===== config.mk =====
export PLATFORM = sky130hd
export DESIGN_NAME = crf_flow
export DESIGN_NICKNAME = d
export VERILOG_FILES = /design/src/verilog/crf_flow.v /design/src/verilog/crf_decode.v
export VERILOG_INCLUDE_DIRS = /design/src /design/src/verilog
export SDC_FILE = /design/constraint.sdc
export NUM_CORES = 1
export LEC_CHECK = 0
export ABC_AREA = 1
export BUFFER_PORTS_ARGS = -buffer_cell sky130_fd_sc_hd__buf_2
export CORE_UTILIZATION = 45
export DETAILED_ROUTE_END_ITERATION = 7
export GPL_ROUTABILITY_DRIVEN = 0
export HOLD_SLACK_MARGIN = 0.05
export SLEW_MARGIN = 20
export SYNTH_ARGS = -nofsm -noshare
export SYNTH_HDL_FRONTEND = slang
export SYNTH_SLANG_ARGS = --single-unit

===== constraint.sdc =====
create_clock -name mclk -period 4.5 [get_ports mclk]
set_input_delay 0.675 -clock mclk [delete_from_list [all_inputs] [get_ports mclk]]
set_output_delay 0.675 -clock mclk [all_outputs]
set_load 0.02 [all_outputs]

===== src/verilog/crf_regs.vh =====
`ifndef CRF_REGS_VH
`define CRF_REGS_VH

// Register byte offsets
`define CRF_OFS_INSTR 8'h00
`define CRF_OFS_PC 8'h04
`define CRF_OFS_WREG 8'h08
`define CRF_OFS_STATUS 8'h0c
`define CRF_OFS_BSR 8'h10
`define CRF_OFS_SHADOW 8'h14
`define CRF_OFS_INTCTL 8'h18
`define CRF_OFS_PCLAT 8'h1c
`define CRF_OFS_TOS 8'h20
`define CRF_OFS_CORESTAT 8'h24

// Field positions
`define CRF_SHD_WS_LSB 0
`define CRF_SHD_SHADOW_STATUS_REG_LSB 8
`define CRF_SHD_SHADOW_BANK_SELECT_REG_LSB 16
`define CRF_INT_HIGH_PRIO_GLOBAL_INT_ENABLE_BIT 0
`define CRF_INT_LOW_PRIO_GLOBAL_INT_ENABLE_BIT 1
`define CRF_INT_LOWISR_BIT 2
`define CRF_PCLAT_HIGH_LSB 0
`define CRF_PCLAT_UPPER_LSB 8
`define CRF_CST_BUSY_BIT 0
`define CRF_CST_CYC_BIT 1
`define CRF_CST_SP_LSB 2
`define CRF_CST_OVF_BIT 7
`define CRF_CST_UNF_BIT 8

// Reset values
`define CRF_RST_PC 21'h000000
`define CRF_RST_W 8'h00
`define CRF_RST_STATUS 5'h00
`define CRF_RST_BSR 4'h0
`define CRF_RST_PC_HIGH_LATCH 8'h00
`define CRF_RST_PC_UPPER_LATCH 5'h00
`define CRF_RST_INSTR 16'h0000

// Opcode patterns
`define CRF_OP_RELATIVE_CALL 5'h1b
`define CRF_OP_RESET 16'h00ff
`define CRF_OP_RETURN_FROM_INTERRUPT 15'h0008
`define CRF_OP_RETURN 15'h0009
`define CRF_OP_RETURN_WITH_LITERAL 8'h0c

// Timing and sizes
`define CRF_Q_LAST 2'h3
`define CRF_Q_PUSH 2'h1
`define CRF_STK_DEPTH 5'h1f
`define CRF_PC_STEP 21'h000002

`endif


===== src/verilog/crf_flow.v =====
`timescale 1ns/1ns
// Contract
// - Relative call decoded by top five bits; low eleven bits are offset
// - Call offset is two's complement, -1024 to +1023 words
// - Relative call pushes counter plus two onto return stack first
// - Relative call loads counter plus two plus twice the offset
// - Relative call takes two cycles, the second idle
// - Software reset instruction causes the master clear reset
// - After software reset every register and flag holds reset value
// - Interrupt return pops stack into counter; low opcode bit selects
// - Interrupt return sets high or low priority global enable
// - Select bit one restores working, status, bank from shadows
// - Returns leave upper and high counter latches untouched
// - Literal return writes its eight bit literal to working register
// - Literal return pops stack into counter in same final phase
// - Plain return pops to counter and optionally restores shadows
`include "crf_regs.vh"
module crf_flow (
    // Clock and reset
    input wire mclk,
    input wire rst_n,
    // AHB-Lite slave
    input wire hsel,
    input wire [31:0] haddr,
    input wire [1:0] htrans,
    input wire hwrite,
    input wire [2:0] hsize,
    input wire [31:0] hwdata,
    input wire hready,
    output reg hreadyout,
    output reg hresp,
    output reg [31:0] hrdata,
    // Core status
    output reg exec_busy_q,
    output reg master_clear_req_q
);

    // Reset release
    reg [1:0] rs_q;
    wire rst_i_n;

    // Bus pipeline
    reg ap_valid_q;
    reg ap_write_q;
    reg [7:0] ap_addr_q;
    reg rd_pend_q;
    wire acc;
    wire wr_go;
    reg [31:0] rd_d;

    // Core state
    reg [15:0] ir_q;
    reg [20:0] pc_q;
    reg [7:0] w_q;
    reg [4:0] stat_q;
    reg [3:0] bsr_q;
    reg [7:0] ws_q;
    reg [4:0] shadow_status_reg_q;
    reg [3:0] shadow_bank_select_reg_q;
    reg high_prio_global_int_enable_q;
    reg low_prio_global_int_enable_q;
    reg lowisr_q;
    reg [7:0] pc_high_latch_q;
    reg [4:0] pc_upper_latch_q;
    reg [4:0] sp_q;
    reg ovf_q;
    reg unf_q;
    reg [1:0] q_q;
    reg cyc_q;
    reg ncyc_q;
    reg clr_q;

    // Return stack
    reg [20:0] stk [0:30];
    wire [20:0] stack_top_entry;
    wire stk_full;
    wire stk_empty;
    wire push_en;
    wire tos_wr;

    // Decoder outputs
    wire d_relative_call;
    wire d_reset;
    wire d_return_from_interrupt;
    wire d_return;
    wire d_return_with_literal;
    wire d_s;
    wire d_two;
    wire [7:0] d_lit;
    wire [20:0] d_next;
    wire [20:0] d_target;

    // Phase strobes of the running instruction
    wire ph_q1;
    wire ph_q2;
    wire ph_q4;
    wire any_ret;

    always @(posedge mclk or negedge rst_n)
    begin
        if (!rst_n)
            rs_q <= 2'b00;
        else
            rs_q <= {rs_q[0], 1'b1};
    end

    assign rst_i_n = rs_q[1];

    crf_decode u_dec (
        .instr(ir_q),
        .pc(pc_q),
        .is_relative_call(d_relative_call),
        .is_reset(d_reset),
        .is_return_from_interrupt(d_return_from_interrupt),
        .is_return(d_return),
        .is_return_with_literal(d_return_with_literal),
        .restore_sel(d_s),
        .two_cycle(d_two),
        .literal(d_lit),
        .next_pc(d_next),
        .call_target(d_target)
    );

    assign acc = hsel & hready & htrans[1];
    assign wr_go = ap_valid_q & ap_write_q;

    assign stk_empty = sp_q == 5'h00;
    assign stk_full = sp_q == `CRF_STK_DEPTH;
    assign stack_top_entry = stk_empty ? 21'h000000 : stk[sp_q - 5'h01];

    assign ph_q1 = exec_busy_q & ~cyc_q & (q_q == 2'h0);
    assign ph_q2 = exec_busy_q & ~cyc_q & (q_q == `CRF_Q_PUSH);
    assign ph_q4 = exec_busy_q & ~cyc_q & (q_q == `CRF_Q_LAST);
    assign any_ret = d_return_from_interrupt | d_return | d_return_with_literal;

    // Push happens in Q2, ahead of the counter write in Q4
    assign push_en = ph_q2 & d_relative_call & ~stk_full & ~clr_q;
    assign tos_wr = wr_go & (ap_addr_q == `CRF_OFS_TOS) & ~stk_empty;

    // Stack words carry no reset; the pointer says what is valid
    always @(posedge mclk)
    begin
        if (push_en)
            stk[sp_q] <= d_next;
        else if (tos_wr)
            stk[sp_q - 5'h01] <= hwdata[20:0];
    end

    // Read mux, addressed from the captured address phase
    always @*
    begin
        rd_d = 32'h00000000;
        if (ap_addr_q == `CRF_OFS_INSTR)
            rd_d[15:0] = ir_q;
        else if (ap_addr_q == `CRF_OFS_PC)
            rd_d[20:0] = pc_q;
        else if (ap_addr_q == `CRF_OFS_WREG)
            rd_d[7:0] = w_q;
        else if (ap_addr_q == `CRF_OFS_STATUS)
            rd_d[4:0] = stat_q;
        else if (ap_addr_q == `CRF_OFS_BSR)
            rd_d[3:0] = bsr_q;
        else if (ap_addr_q == `CRF_OFS_SHADOW)
        begin
            rd_d[`CRF_SHD_WS_LSB+7:`CRF_SHD_WS_LSB] = ws_q;
            rd_d[`CRF_SHD_SHADOW_STATUS_REG_LSB+4:`CRF_SHD_SHADOW_STATUS_REG_LSB] = shadow_status_reg_q;
            rd_d[`CRF_SHD_SHADOW_BANK_SELECT_REG_LSB+3:`CRF_SHD_SHADOW_BANK_SELECT_REG_LSB] = shadow_bank_select_reg_q;
        end
        else if (ap_addr_q == `CRF_OFS_INTCTL)
        begin
            rd_d[`CRF_INT_HIGH_PRIO_GLOBAL_INT_ENABLE_BIT] = high_prio_global_int_enable_q;
            rd_d[`CRF_INT_LOW_PRIO_GLOBAL_INT_ENABLE_BIT] = low_prio_global_int_enable_q;
            rd_d[`CRF_INT_LOWISR_BIT] = lowisr_q;
        end
        else if (ap_addr_q == `CRF_OFS_PCLAT)
        begin
            rd_d[`CRF_PCLAT_HIGH_LSB+7:`CRF_PCLAT_HIGH_LSB] = pc_high_latch_q;
            rd_d[`CRF_PCLAT_UPPER_LSB+4:`CRF_PCLAT_UPPER_LSB] = pc_upper_latch_q;
        end
        else if (ap_addr_q == `CRF_OFS_TOS)
            rd_d[20:0] = stack_top_entry;
        else if (ap_addr_q == `CRF_OFS_CORESTAT)
        begin
            rd_d[`CRF_CST_BUSY_BIT] = exec_busy_q;
            rd_d[`CRF_CST_CYC_BIT] = cyc_q;
            rd_d[`CRF_CST_SP_LSB+4:`CRF_CST_SP_LSB] = sp_q;
            rd_d[`CRF_CST_OVF_BIT] = ovf_q;
            rd_d[`CRF_CST_UNF_BIT] = unf_q;
        end
    end

    // Bus slave: writes zero wait, reads one wait state
    always @(posedge mclk or negedge rst_i_n)
    begin
        if (!rst_i_n)
        begin
            ap_valid_q <= 1'b0;
            ap_write_q <= 1'b0;
            ap_addr_q <= 8'h00;
            rd_pend_q <= 1'b0;
            hreadyout <= 1'b1;
            hresp <= 1'b0;
            hrdata <= 32'h00000000;
        end
        else
        begin
            hresp <= 1'b0;
            if (rd_pend_q)
            begin
                hrdata <= rd_d;
                hreadyout <= 1'b1;
                rd_pend_q <= 1'b0;
                ap_valid_q <= 1'b0;
            end
            else if (acc)
            begin
                ap_valid_q <= 1'b1;
                ap_write_q <= hwrite;
                ap_addr_q <= haddr[7:0];
                rd_pend_q <= ~hwrite;
                hreadyout <= hwrite;
            end
            else
                ap_valid_q <= 1'b0;
        end
    end

    // Core state; execution assignments follow bus writes so they win
    always @(posedge mclk or negedge rst_i_n)
    begin
        if (!rst_i_n)
        begin
            ir_q <= `CRF_RST_INSTR;
            pc_q <= `CRF_RST_PC;
            w_q <= `CRF_RST_W;
            stat_q <= `CRF_RST_STATUS;
            bsr_q <= `CRF_RST_BSR;
            ws_q <= `CRF_RST_W;
            shadow_status_reg_q <= `CRF_RST_STATUS;
            shadow_bank_select_reg_q <= `CRF_RST_BSR;
            high_prio_global_int_enable_q <= 1'b0;
            low_prio_global_int_enable_q <= 1'b0;
            lowisr_q <= 1'b0;
            pc_high_latch_q <= `CRF_RST_PC_HIGH_LATCH;
            pc_upper_latch_q <= `CRF_RST_PC_UPPER_LATCH;
            sp_q <= 5'h00;
            ovf_q <= 1'b0;
            unf_q <= 1'b0;
            q_q <= 2'h0;
            cyc_q <= 1'b0;
            ncyc_q <= 1'b0;
            clr_q <= 1'b0;
            exec_busy_q <= 1'b0;
            master_clear_req_q <= 1'b0;
        end
        else if (clr_q)
        begin
            ir_q <= `CRF_RST_INSTR;
            pc_q <= `CRF_RST_PC;
            w_q <= `CRF_RST_W;
            stat_q <= `CRF_RST_STATUS;
            bsr_q <= `CRF_RST_BSR;
            ws_q <= `CRF_RST_W;
            shadow_status_reg_q <= `CRF_RST_STATUS;
            shadow_bank_select_reg_q <= `CRF_RST_BSR;
            high_prio_global_int_enable_q <= 1'b0;
            low_prio_global_int_enable_q <= 1'b0;
            lowisr_q <= 1'b0;
            pc_high_latch_q <= `CRF_RST_PC_HIGH_LATCH;
            pc_upper_latch_q <= `CRF_RST_PC_UPPER_LATCH;
            sp_q <= 5'h00;
            ovf_q <= 1'b0;
            unf_q <= 1'b0;
            q_q <= 2'h0;
            cyc_q <= 1'b0;
            ncyc_q <= 1'b0;
            clr_q <= 1'b0;
            exec_busy_q <= 1'b0;
            master_clear_req_q <= 1'b0;
        end
        else
        begin
            if (wr_go)
            begin
                if (ap_addr_q == `CRF_OFS_INSTR)
                begin
                    if (!exec_busy_q)
                    begin
                        ir_q <= hwdata[15:0];
                        exec_busy_q <= 1'b1;
                        q_q <= 2'h0;
                        cyc_q <= 1'b0;
                    end
                end
                else if (ap_addr_q == `CRF_OFS_PC)
                begin
                    if (!exec_busy_q)
                        pc_q <= hwdata[20:0];
                end
                else if (ap_addr_q == `CRF_OFS_WREG)
                    w_q <= hwdata[7:0];
                else if (ap_addr_q == `CRF_OFS_STATUS)
                    stat_q <= hwdata[4:0];
                else if (ap_addr_q == `CRF_OFS_BSR)
                    bsr_q <= hwdata[3:0];
                else if (ap_addr_q == `CRF_OFS_SHADOW)
                begin
                    ws_q <= hwdata[`CRF_SHD_WS_LSB+7:`CRF_SHD_WS_LSB];
                    shadow_status_reg_q <=
                        hwdata[`CRF_SHD_SHADOW_STATUS_REG_LSB+4:`CRF_SHD_SHADOW_STATUS_REG_LSB];
                    shadow_bank_select_reg_q <= hwdata[`CRF_SHD_SHADOW_BANK_SELECT_REG_LSB+3:`CRF_SHD_SHADOW_BANK_SELECT_REG_LSB];
                end
                else if (ap_addr_q == `CRF_OFS_INTCTL)
                begin
                    high_prio_global_int_enable_q <= hwdata[`CRF_INT_HIGH_PRIO_GLOBAL_INT_ENABLE_BIT];
                    low_prio_global_int_enable_q <= hwdata[`CRF_INT_LOW_PRIO_GLOBAL_INT_ENABLE_BIT];
                    lowisr_q <= hwdata[`CRF_INT_LOWISR_BIT];
                end
                else if (ap_addr_q == `CRF_OFS_PCLAT)
                begin
                    pc_high_latch_q <=
                        hwdata[`CRF_PCLAT_HIGH_LSB+7:`CRF_PCLAT_HIGH_LSB];
                    pc_upper_latch_q <=
                        hwdata[`CRF_PCLAT_UPPER_LSB+4:`CRF_PCLAT_UPPER_LSB];
                end
                else if (ap_addr_q == `CRF_OFS_CORESTAT)
                begin
                    if (hwdata[`CRF_CST_OVF_BIT])
                        ovf_q <= 1'b0;
                    if (hwdata[`CRF_CST_UNF_BIT])
                        unf_q <= 1'b0;
                end
            end

            // Four Q phases per instruction cycle
            if (exec_busy_q)
            begin
                q_q <= q_q + 2'h1;
                if (q_q == `CRF_Q_LAST)
                begin
                    if (cyc_q == ncyc_q)
                        exec_busy_q <= 1'b0;
                    else
                        cyc_q <= 1'b1;
                end
            end

            if (ph_q1)
                ncyc_q <= d_two;

            if (ph_q2 & d_relative_call)
            begin
                if (stk_full)
                    ovf_q <= 1'b1;
                else
                    sp_q <= sp_q + 5'h01;
            end

            // Software reset starts in Q2 of its only cycle
            if (ph_q2 & d_reset)
            begin
                clr_q <= 1'b1;
                master_clear_req_q <= 1'b1;
            end

            if (ph_q4)
            begin
                if (d_relative_call)
                    pc_q <= d_target;
                else if (any_ret)
                begin
                    // Counter latches are not touched here
                    pc_q <= stack_top_entry;
                    if (stk_empty)
                        unf_q <= 1'b1;
                    else
                        sp_q <= sp_q - 5'h01;
                end
                else if (!d_reset)
                    pc_q <= d_next;

                if (d_return_from_interrupt)
                begin
                    if (lowisr_q)
                        low_prio_global_int_enable_q <= 1'b1;
                    else
                        high_prio_global_int_enable_q <= 1'b1;
                end

                if ((d_return_from_interrupt | d_return) & d_s)
                begin
                    w_q <= ws_q;
                    stat_q <= shadow_status_reg_q;
                    bsr_q <= shadow_bank_select_reg_q;
                end

                if (d_return_with_literal)
                    w_q <= d_lit;
            end
        end
    end

endmodule


===== src/verilog/crf_decode.v =====
`timescale 1ns/1ns
`include "crf_regs.vh"
module crf_decode (
    // Instruction and counter
    input wire [15:0] instr,
    input wire [20:0] pc,
    // Decoded instruction class
    output wire is_relative_call,
    output wire is_reset,
    output wire is_return_from_interrupt,
    output wire is_return,
    output wire is_return_with_literal,
    output wire restore_sel,
    output wire two_cycle,
    // Operands
    output wire [7:0] literal,
    output wire [20:0] next_pc,
    output wire [20:0] call_target
);

    // Eleven bit signed word offset, -1024..1023
    wire [20:0] offset;

    assign is_relative_call = instr[15:11] == `CRF_OP_RELATIVE_CALL;
    assign is_reset = instr == `CRF_OP_RESET;
    assign is_return_from_interrupt = instr[15:1] == `CRF_OP_RETURN_FROM_INTERRUPT;
    assign is_return = instr[15:1] == `CRF_OP_RETURN;
    assign is_return_with_literal = instr[15:8] == `CRF_OP_RETURN_WITH_LITERAL;
    assign restore_sel = instr[0];
    assign literal = instr[7:0];
    assign two_cycle = is_relative_call | is_return_from_interrupt | is_return | is_return_with_literal;
    assign offset = {{10{instr[10]}}, instr[10:0]};
    assign next_pc = pc + `CRF_PC_STEP;
    // Byte address: word offset doubled
    assign call_target = next_pc + {offset[19:0], 1'b0};

endmodule


==> results of run 1 <==
metal layers:
metal | vias up | wire length, µm | share of wire (%) | track usage, %
met5 | - | 0 | 0 | 0
met4 | 0 | 4575 | 4.3 | 10.44
met3 | 223 | 9352 | 8.7 | 5.024
met2 | 1174 | 47540 | 44 | 39.08
met1 | 13020 | 46060 | 43 | 38.07
li1 | 12450 | - | - | -
sequential cells by signal, indices dropped and copies added (netlist names), 2 cells and up:
signal	flops
hrdata	21
pc_q	21
stk	651
ir_q	16
pc_upper_latch_q	5
w_q	8
shadow_status_reg_q	5
ws_q	8
rs_q	2
bsr_q	4
pc_high_latch_q	8
q_q	2
ap_addr_q	8
shadow_bank_select_reg_q	4
sp_q	5
stat_q	5
Yosys cell counts (all sizes together) (11+ instances only):
cell,instances
buf,112
or2,11
nor3,21
o211ai,23
clkbuf,81
nand2,1110
edfxtp,651
a22oi,19
o21ai,203
a21oi,225
xor2,19
nand3,533
inv,192
nor2,137
ha,27
dfrtp,135
power by group through the flow:
stage	clock network (µW)	logic, µW	registers [µW]
6_report	6830	263	7900
5_1_grt	7180	286	7900
4_1_cts	6920	260	7900
3_5_place_dp	0	258	8050
3_3_place_gp	0	256	8050
2_1_floorplan	0	136	8060
cell usage in the layout (no fill, tap or decap), types with 19 or more instances in the layout:
cell type	n
a22oi_1	19
o21ai_0	172
buf_2	58
dfrtp_1	133
clkinv_1	25
ha_1	26
nor2_2	40
buf_4	83
o21ai_2	24
nand2_1	1094
clkbuf_16	86
o211ai_1	23
a21oi_1	225
inv_1	173
nor2_1	94
nand3_1	529
edfxtp_1	651
critical path: stages, from the launching register on:
cell	delay (ns)
dfrtp_1	0.50
ha_1	0.31
nand3_1	0.14
nor2_1	0.23
nand2_1	0.11
nor2_1	0.16
nand2_1	0.11
nor2_1	0.16
nand2_1	0.09
xor2_1	0.30
ha_1	0.36
a21oi_1	0.19
o21ai_0	0.15
a21oi_1	0.16
nand2_1	0.11
xnor2_1	0.35
nand2_1	0.09
nand2_1	0.08
a21oi_1	0.05
kinds of logic after synthesis:
family / Yosys count
simple gates: 1827
fa+ha+maj: 28
xor+xnor: 25
buf+inv: 389
flops: 787
other cells: 2
mux: 4
compound gates: 513
stage by stage:
step                setup WS, ns  instances  instance area [µm²]  utilization [%]
floorplan                 0.4320       3586                35890                -
global placement          0.8501       4593                37620            47.70
detailed placement        0.8411       4593                37630            47.71
CTS                       0.8141       4747                40340            51.14
global route              0.4120       4747                40340            51.14
finish                    0.7454       4749                40340            51.15
final timing paths:
check / slack, ns / from / depth (start not counted) / endpoint
worst max register to register: 0.75 / pc_q[1]$_DFF_PN0_ / 18 / pc_q[16]$_DFF_PN0_
max in group asynchronous: 3.06 / rs_q[1]$_DFF_PN0_ / 1 / hrdata[9]$_DFFE_PN0P_
worst min-delay path: 0.21 / hwrite / 2 / rd_pend_q$_DFF_PN0_
worst min register to register: 0.34 / rs_q[0]$_DFF_PN0_ / 0 / rs_q[1]$_DFF_PN0_
worst max-delay path: 0.75 / pc_q[1]$_DFF_PN0_ / 18 / pc_q[16]$_DFF_PN0_
min in group asynchronous: 0.34 / rst_n / 2 / rs_q[1]$_DFF_PN0_
cell type report:
type                    count  share of cell area [%]
flip-flops and latches    787                   56.91
multi-input cells        2410                   28.53
clock buffers             103                   5.567
well taps                1050                   3.257
repair buffers            151                   2.735
inverters                 196                   1.855
clock inverters            50                   1.126
diodes                      2                 0.01241
what timing repair did:
item | 4_1_cts | 5_1_grt
hold endpoints to repair | 2 | 0
gates resized for setup | 0 | 0
hold buffers | 1 | 0
==> metrics.txt, run 1 <==
leakage 0.01690 µW; Setup CP Type reg -> reg; Clk pwr share 45.6%; period utilisation layout 83.43%; Yosys reg bits 787; Synth Area in Simple Gates 21.77%; Rows 103; clock sinks 787; crit path DAT 4.28 ns; final hold violation count 0; mux share of post-synthesis cell area 0.1256%; layout cells sized above 1 10.90%; Mapped Area 0.03585 mm²; Fill cells 7116; iteration-0 DRC count of the detailed router 2890; Nets 3733; Vias 26870; die width 284.3 µm; final setup vio count 0; Distinct cells, synth 61; switching power total 3159 µW; largest family of logic cells by synthesized area simple AND/OR/NAND/NOR gates; area of the core 0.07887 mm²; Max Buffers Root-to-Sink 3; FMAX 266.3 MHz; vias in the first global route 24790; Setup TNS Final 0 ns; Port-buffer cells 58; number of top-level pins 110; drt first pass iters 6; DRC errors left 0; htree depth 3; Post-CTS Setup Bufs 0; Final Max Tran Viols 0; post-synth top area share 54.52%; Worst Path Max Fanout 7; first-pass GRT wire length 159.1 mm; final setup skew 0.02593 ns; drt total wl 107.5 mm; register area 0.02296 mm²; multi-input logic area 0.01151 mm²; Pint 11830 µW; sequential area share after synthesis 64.02%; part of the power in registers 52.7%; Logic pwr share 1.8%; Clock Root Buffer clkbuf_16; remaining antenna violation count 0; pwr/cell area 371.7 mW/mm²; Mean Syn Cell Area 10.03 µm²; post-synthesis compound-gate area fraction 7.849%; die height 284.3 µm; CTS tree done; Most used DFF post-synth edfxtp_1; Synth Instances 3575; die area 0.08081 mm²; fin crit period 3.755 ns; Post-Synth Adder-Cell Area 0.9981%; Vias/cell 5.658; Hold WC Path Type in -> reg; Max Cap Violations 0; total track usage 26.33%; initial antenna violation count 2; Synth area leaders edfxtp_1, nand2_1, dfrtp_1; GRT overflow 0; Sw Ratio 21.07%; area delta synth->final 12.52%; Synth async-reset ratio 17.28%; unrepaired setup endpoints after global routing no; clock-pin slew on the worst setup and hold paths 0.07 ns; Slew headroom 26.19%; WL per Instance 22.64 µm; Detail Placement HPWL 65.51 mm; Initial Util 45.46%; number of synthesized flops with an enable pin 651; status finished, final reports clean; area leader, netlist edfxtp_1; clk_lat worst skew 0.65 ns; Setup crit start kind flop; Final Power 14990 µW; largest net degree at the start of global routing 187; Critical Path Sink Type flop; VDD IR max 0.3253 mV; CP Data Required Time 5.03 ns; hold slack final 0.2138 ns; Num CTS Buffers 85; Worst-Margin Slew 1.107 ns; Post-Synth XOR/XNOR Area 0.6317%; synth warn 0
Power figures use the tool's default switching activity.
==> run 2, diff against run 1 <==
Settings changed: ABC_AREA 1 to 0.
Clock period 4.5 ns to 3.5 ns, I/O delays scaled along.
==> run 2 against run 1 <==
  * The run now ends with DRC left
  * Synthesized cell count shrank 42%
  * Routed wire length shrank 18%
  * Die area shrank 5.3%
  * Global-route usage shrank 3.1 points
  * Design area shrank 1.3%
  * Maximum frequency grew 11%
  * Setup slack lost 0.62 ns
  * Clock skew shrank 0.0061 ns
  * Hold slack lost 0.13 ns
==> metrics.txt, run 2 <==
status complete, but fails checks; final setup margin 0.1247 ns (-0.6207 ns); hold path cells 3 (+1); R2R Setup Slk 0.12 ns (-0.62 ns); htree depth 3 (unchanged); min-delay src haddr[0]; die area 0.07655 mm² (-5.3%); drt first pass iters 8 (+2); Nets 2368 (-37%); final setup skew 0.01979 ns (-0.006141 ns); largest net degree at the start of global routing 106 (-43%); Reg with most FFs stk; first-pass GRT wire length 133.0 mm (-16%); top-count cell post-synth edfxtp_1; crit path DAT 3.88 ns (-0.40 ns); final cell count without fillers 3299 (-31%); Max Buffers Root-to-Sink 3 (unchanged); Synth area leaders edfxtp_1, mux4_2, dfrtp_1; Synth async-reset ratio 17.28% (unchanged); Port-buffer cells 58 (unchanged); synth warn 0 (unchanged); Largest register FFs 651 (unchanged); number of synthesized flops with an enable pin 651 (unchanged); Vias/cell 6.088 (+7.6%); Worst-Margin Slew 1.069 ns (-0.03798 ns); Max Cap Violations 0 (unchanged); period utilisation layout 96.44% (+13 points); Num CTS Buffers 83 (-2.4%); Post-synth top cells edfxtp_1, mux4_2, nor2_1; pwr/cell area 510.7 mW/mm² (+37%); Final Max Tran Viols 0 (unchanged); Clock Root Buffer clkbuf_16; most common cell after layout, fill and taps aside edfxtp_1; Setup CP Type reg -> reg; final hold violation count 0 (unchanged); total track usage 23.28% (-3.1 points); Worst Path Max Fanout 18 (+11); area of placed instances 0.03696 mm² (-1.8%); most frequent cells in the layout edfxtp_1, mux4_2, buf_4; worst slack at placement -0.1784 ns (-1.020 ns); leakage 0.01353 µW (-20%); fin area 0.03983 mm² (-1.3%); GRT overflow 0 (unchanged); Placed Cells 3140 (-32%); Vias 20080 (-25%); sequential area share after synthesis 67.61% (+3.6 points); Initial Util 45.53% (+0.070 points); CTS tree done; remaining antenna violation count 0 (unchanged); Fill cells 5960 (-16%); number of top-level pins 110 (unchanged); failing checks DRC; Mean Syn Cell Area 16.45 µm² (+64%); fin util 53.41% (+2.3 points); Detail Placement HPWL 57.11 mm (-13%); Critical Path Sink Type flop; Rows 100 (-2.9%); Reg2Reg Launch Point sp_q[0]$_DFF_PN0_; layout cells sized above 1 28.41% (+18 points); CP Data Required Time 4.01 ns (-1.02 ns); reg2reg end hrdata[1]$_DFFE_PN0P_; die width 276.7 µm (-2.7%); Mapped Area 0.03395 mm² (-5.3%); Distinct cells, synth 72 (+18%); Setup crit start kind flop; die height 276.7 µm (-2.7%); initial antenna violation count 0 (-2); area delta synth->final 17.31%; Final Power 20340 µW (+36%); clock-pin slew on the worst setup and hold paths 0.06 ns (about the same); FMAX 296.3 MHz (+11%); post-synth top area share 57.58% (+3.1 points); Top Registers stk (651), hrdata (21), pc_q (21); area of the core 0.07457 mm² (-5.5%); area leader, netlist edfxtp_1; iteration-0 DRC count of the detailed router 2090 (-28%); Synth Instances 2064 (-42%); VDD IR max 0.3553 mV (+9.2%); clock sinks 787 (unchanged); Worst R2R Path Depth 11 (-7); Slew headroom 28.73% (+2.5 points); Most used DFF post-synth edfxtp_1; drt total wl 88.67 mm (-18%); vias in the first global route 20800 (-16%); WL per Instance 26.88 µm (+19%); DRC errors left 2 (+2); Hold WC Path Type in -> reg; Yosys reg bits 787 (unchanged); final setup vio count 0 (unchanged); # diodes 0 (-2); fin crit period 3.375 ns (-0.3793 ns); clk_lat worst skew 0.64 ns (about the same); Min-Delay Endpoint ap_addr_q[0]$_DFFE_PN0P_
[run 2: cell count changes in the layout (fill, tap and decap cells not counted), sizes merged, moves of 20 or more]
cell	change
o21ai	-162
inv	-166
buf	+92
a21oi	-124
nand2	-1009
nand3	-499
nor2	+43
mux2i	+85
mux2	+20
mux4	+186
[run 2: logic make-up after synthesis]
family	Yosys count	share of synthesized area [%]
adder cells (fa/ha/maj)	28	1.054
multiplexers	295	15.64
XOR/XNOR	39	1.028
AND/OR/NAND/NOR	413	5.517
flip-flops	787	67.61
AO/OA/AOI/OAI	336	6.818
buffers and inverters	164	2.314
other	2	0.02212
[run 2: cell type report]
cell class	instances	area (µm²)	share of cell area, %
Sequential cell	787	22960	57.65
Multi-Input combinational cell	1124	10750	27.00
Clock buffer	106	2205	5.535
Timing Repair Buffer	246	2170	5.447
Tap cell	969	1212	3.044
Clock inverter	43	436.7	1.096
Inverter	24	90.09	0.2262
[run 2: worst max-delay path by stage]
stage                                  from               endpoint
after floorplan           sp_q[0]$_DFF_PN0_   stk[10][0]$_DFFE_PP_
after global placement    sp_q[0]$_DFF_PN0_  hrdata[1]$_DFFE_PN0P_
after detailed placement  sp_q[0]$_DFF_PN0_  hrdata[1]$_DFFE_PN0P_
after CTS                 sp_q[0]$_DFF_PN0_  hrdata[6]$_DFFE_PN0P_
after global routing      pc_q[2]$_DFF_PN0_     pc_q[16]$_DFF_PN0_
final                     sp_q[0]$_DFF_PN0_  hrdata[1]$_DFFE_PN0P_
[run 2: per-layer routing]
layer / up-vias / wire length, µm / global-route usage, % / share of wire, %
li1: 8655 / - / - / -
met1: 10520 / 37350 / 31.90 / 42
met2: 729 / 43610 / 38.27 / 49
met3: 177 / 4672 / 3.273 / 5.3
met4: 0 / 3034 / 8.162 / 3.4
met5: - / 0 / 0 / 0
[run 2: repair_timing]
action | CTS | global route
gates cloned | 0 | 1
gates resized for setup | 3 | 20
endpoints found under the setup margin | 6 | 13
hold endpoints to repair | 3 | 0
buffers inserted | 1 | 6
hold buffers | 2 | 0
pin swaps | 1 | 5
[run 2: worst max-delay path: stages, from the launching register on]
cell       delay [ns]
dfrtp_4          0.49
inv_1            0.18
ha_4             0.25
buf_12           0.14
buf_12           0.16
mux4_2           0.29
mux4_2           0.55
a22oi_2          0.32
nor2_1           0.09
a2111oi_1        0.50
buf_4            0.21
o41ai_1          0.06
[run 2: stage by stage]
stage / hold slack [ns] / TNS, ns
after floorplan: 0.2294 / -31.58
after global placement: 0.2900 / -0.3327
after detailed placement: 0.2963 / -0.4561
after CTS: 0.05633 / 0
after global routing: 0.07430 / -0.06068
final: 0.08734 / 0
[run 2: power breakdown]
group | internal (µW) | switching [µW]
registers | 10400 | 152
clock network | 4930 | 3660
logic | 418 | 797
total | 15700 | 4610
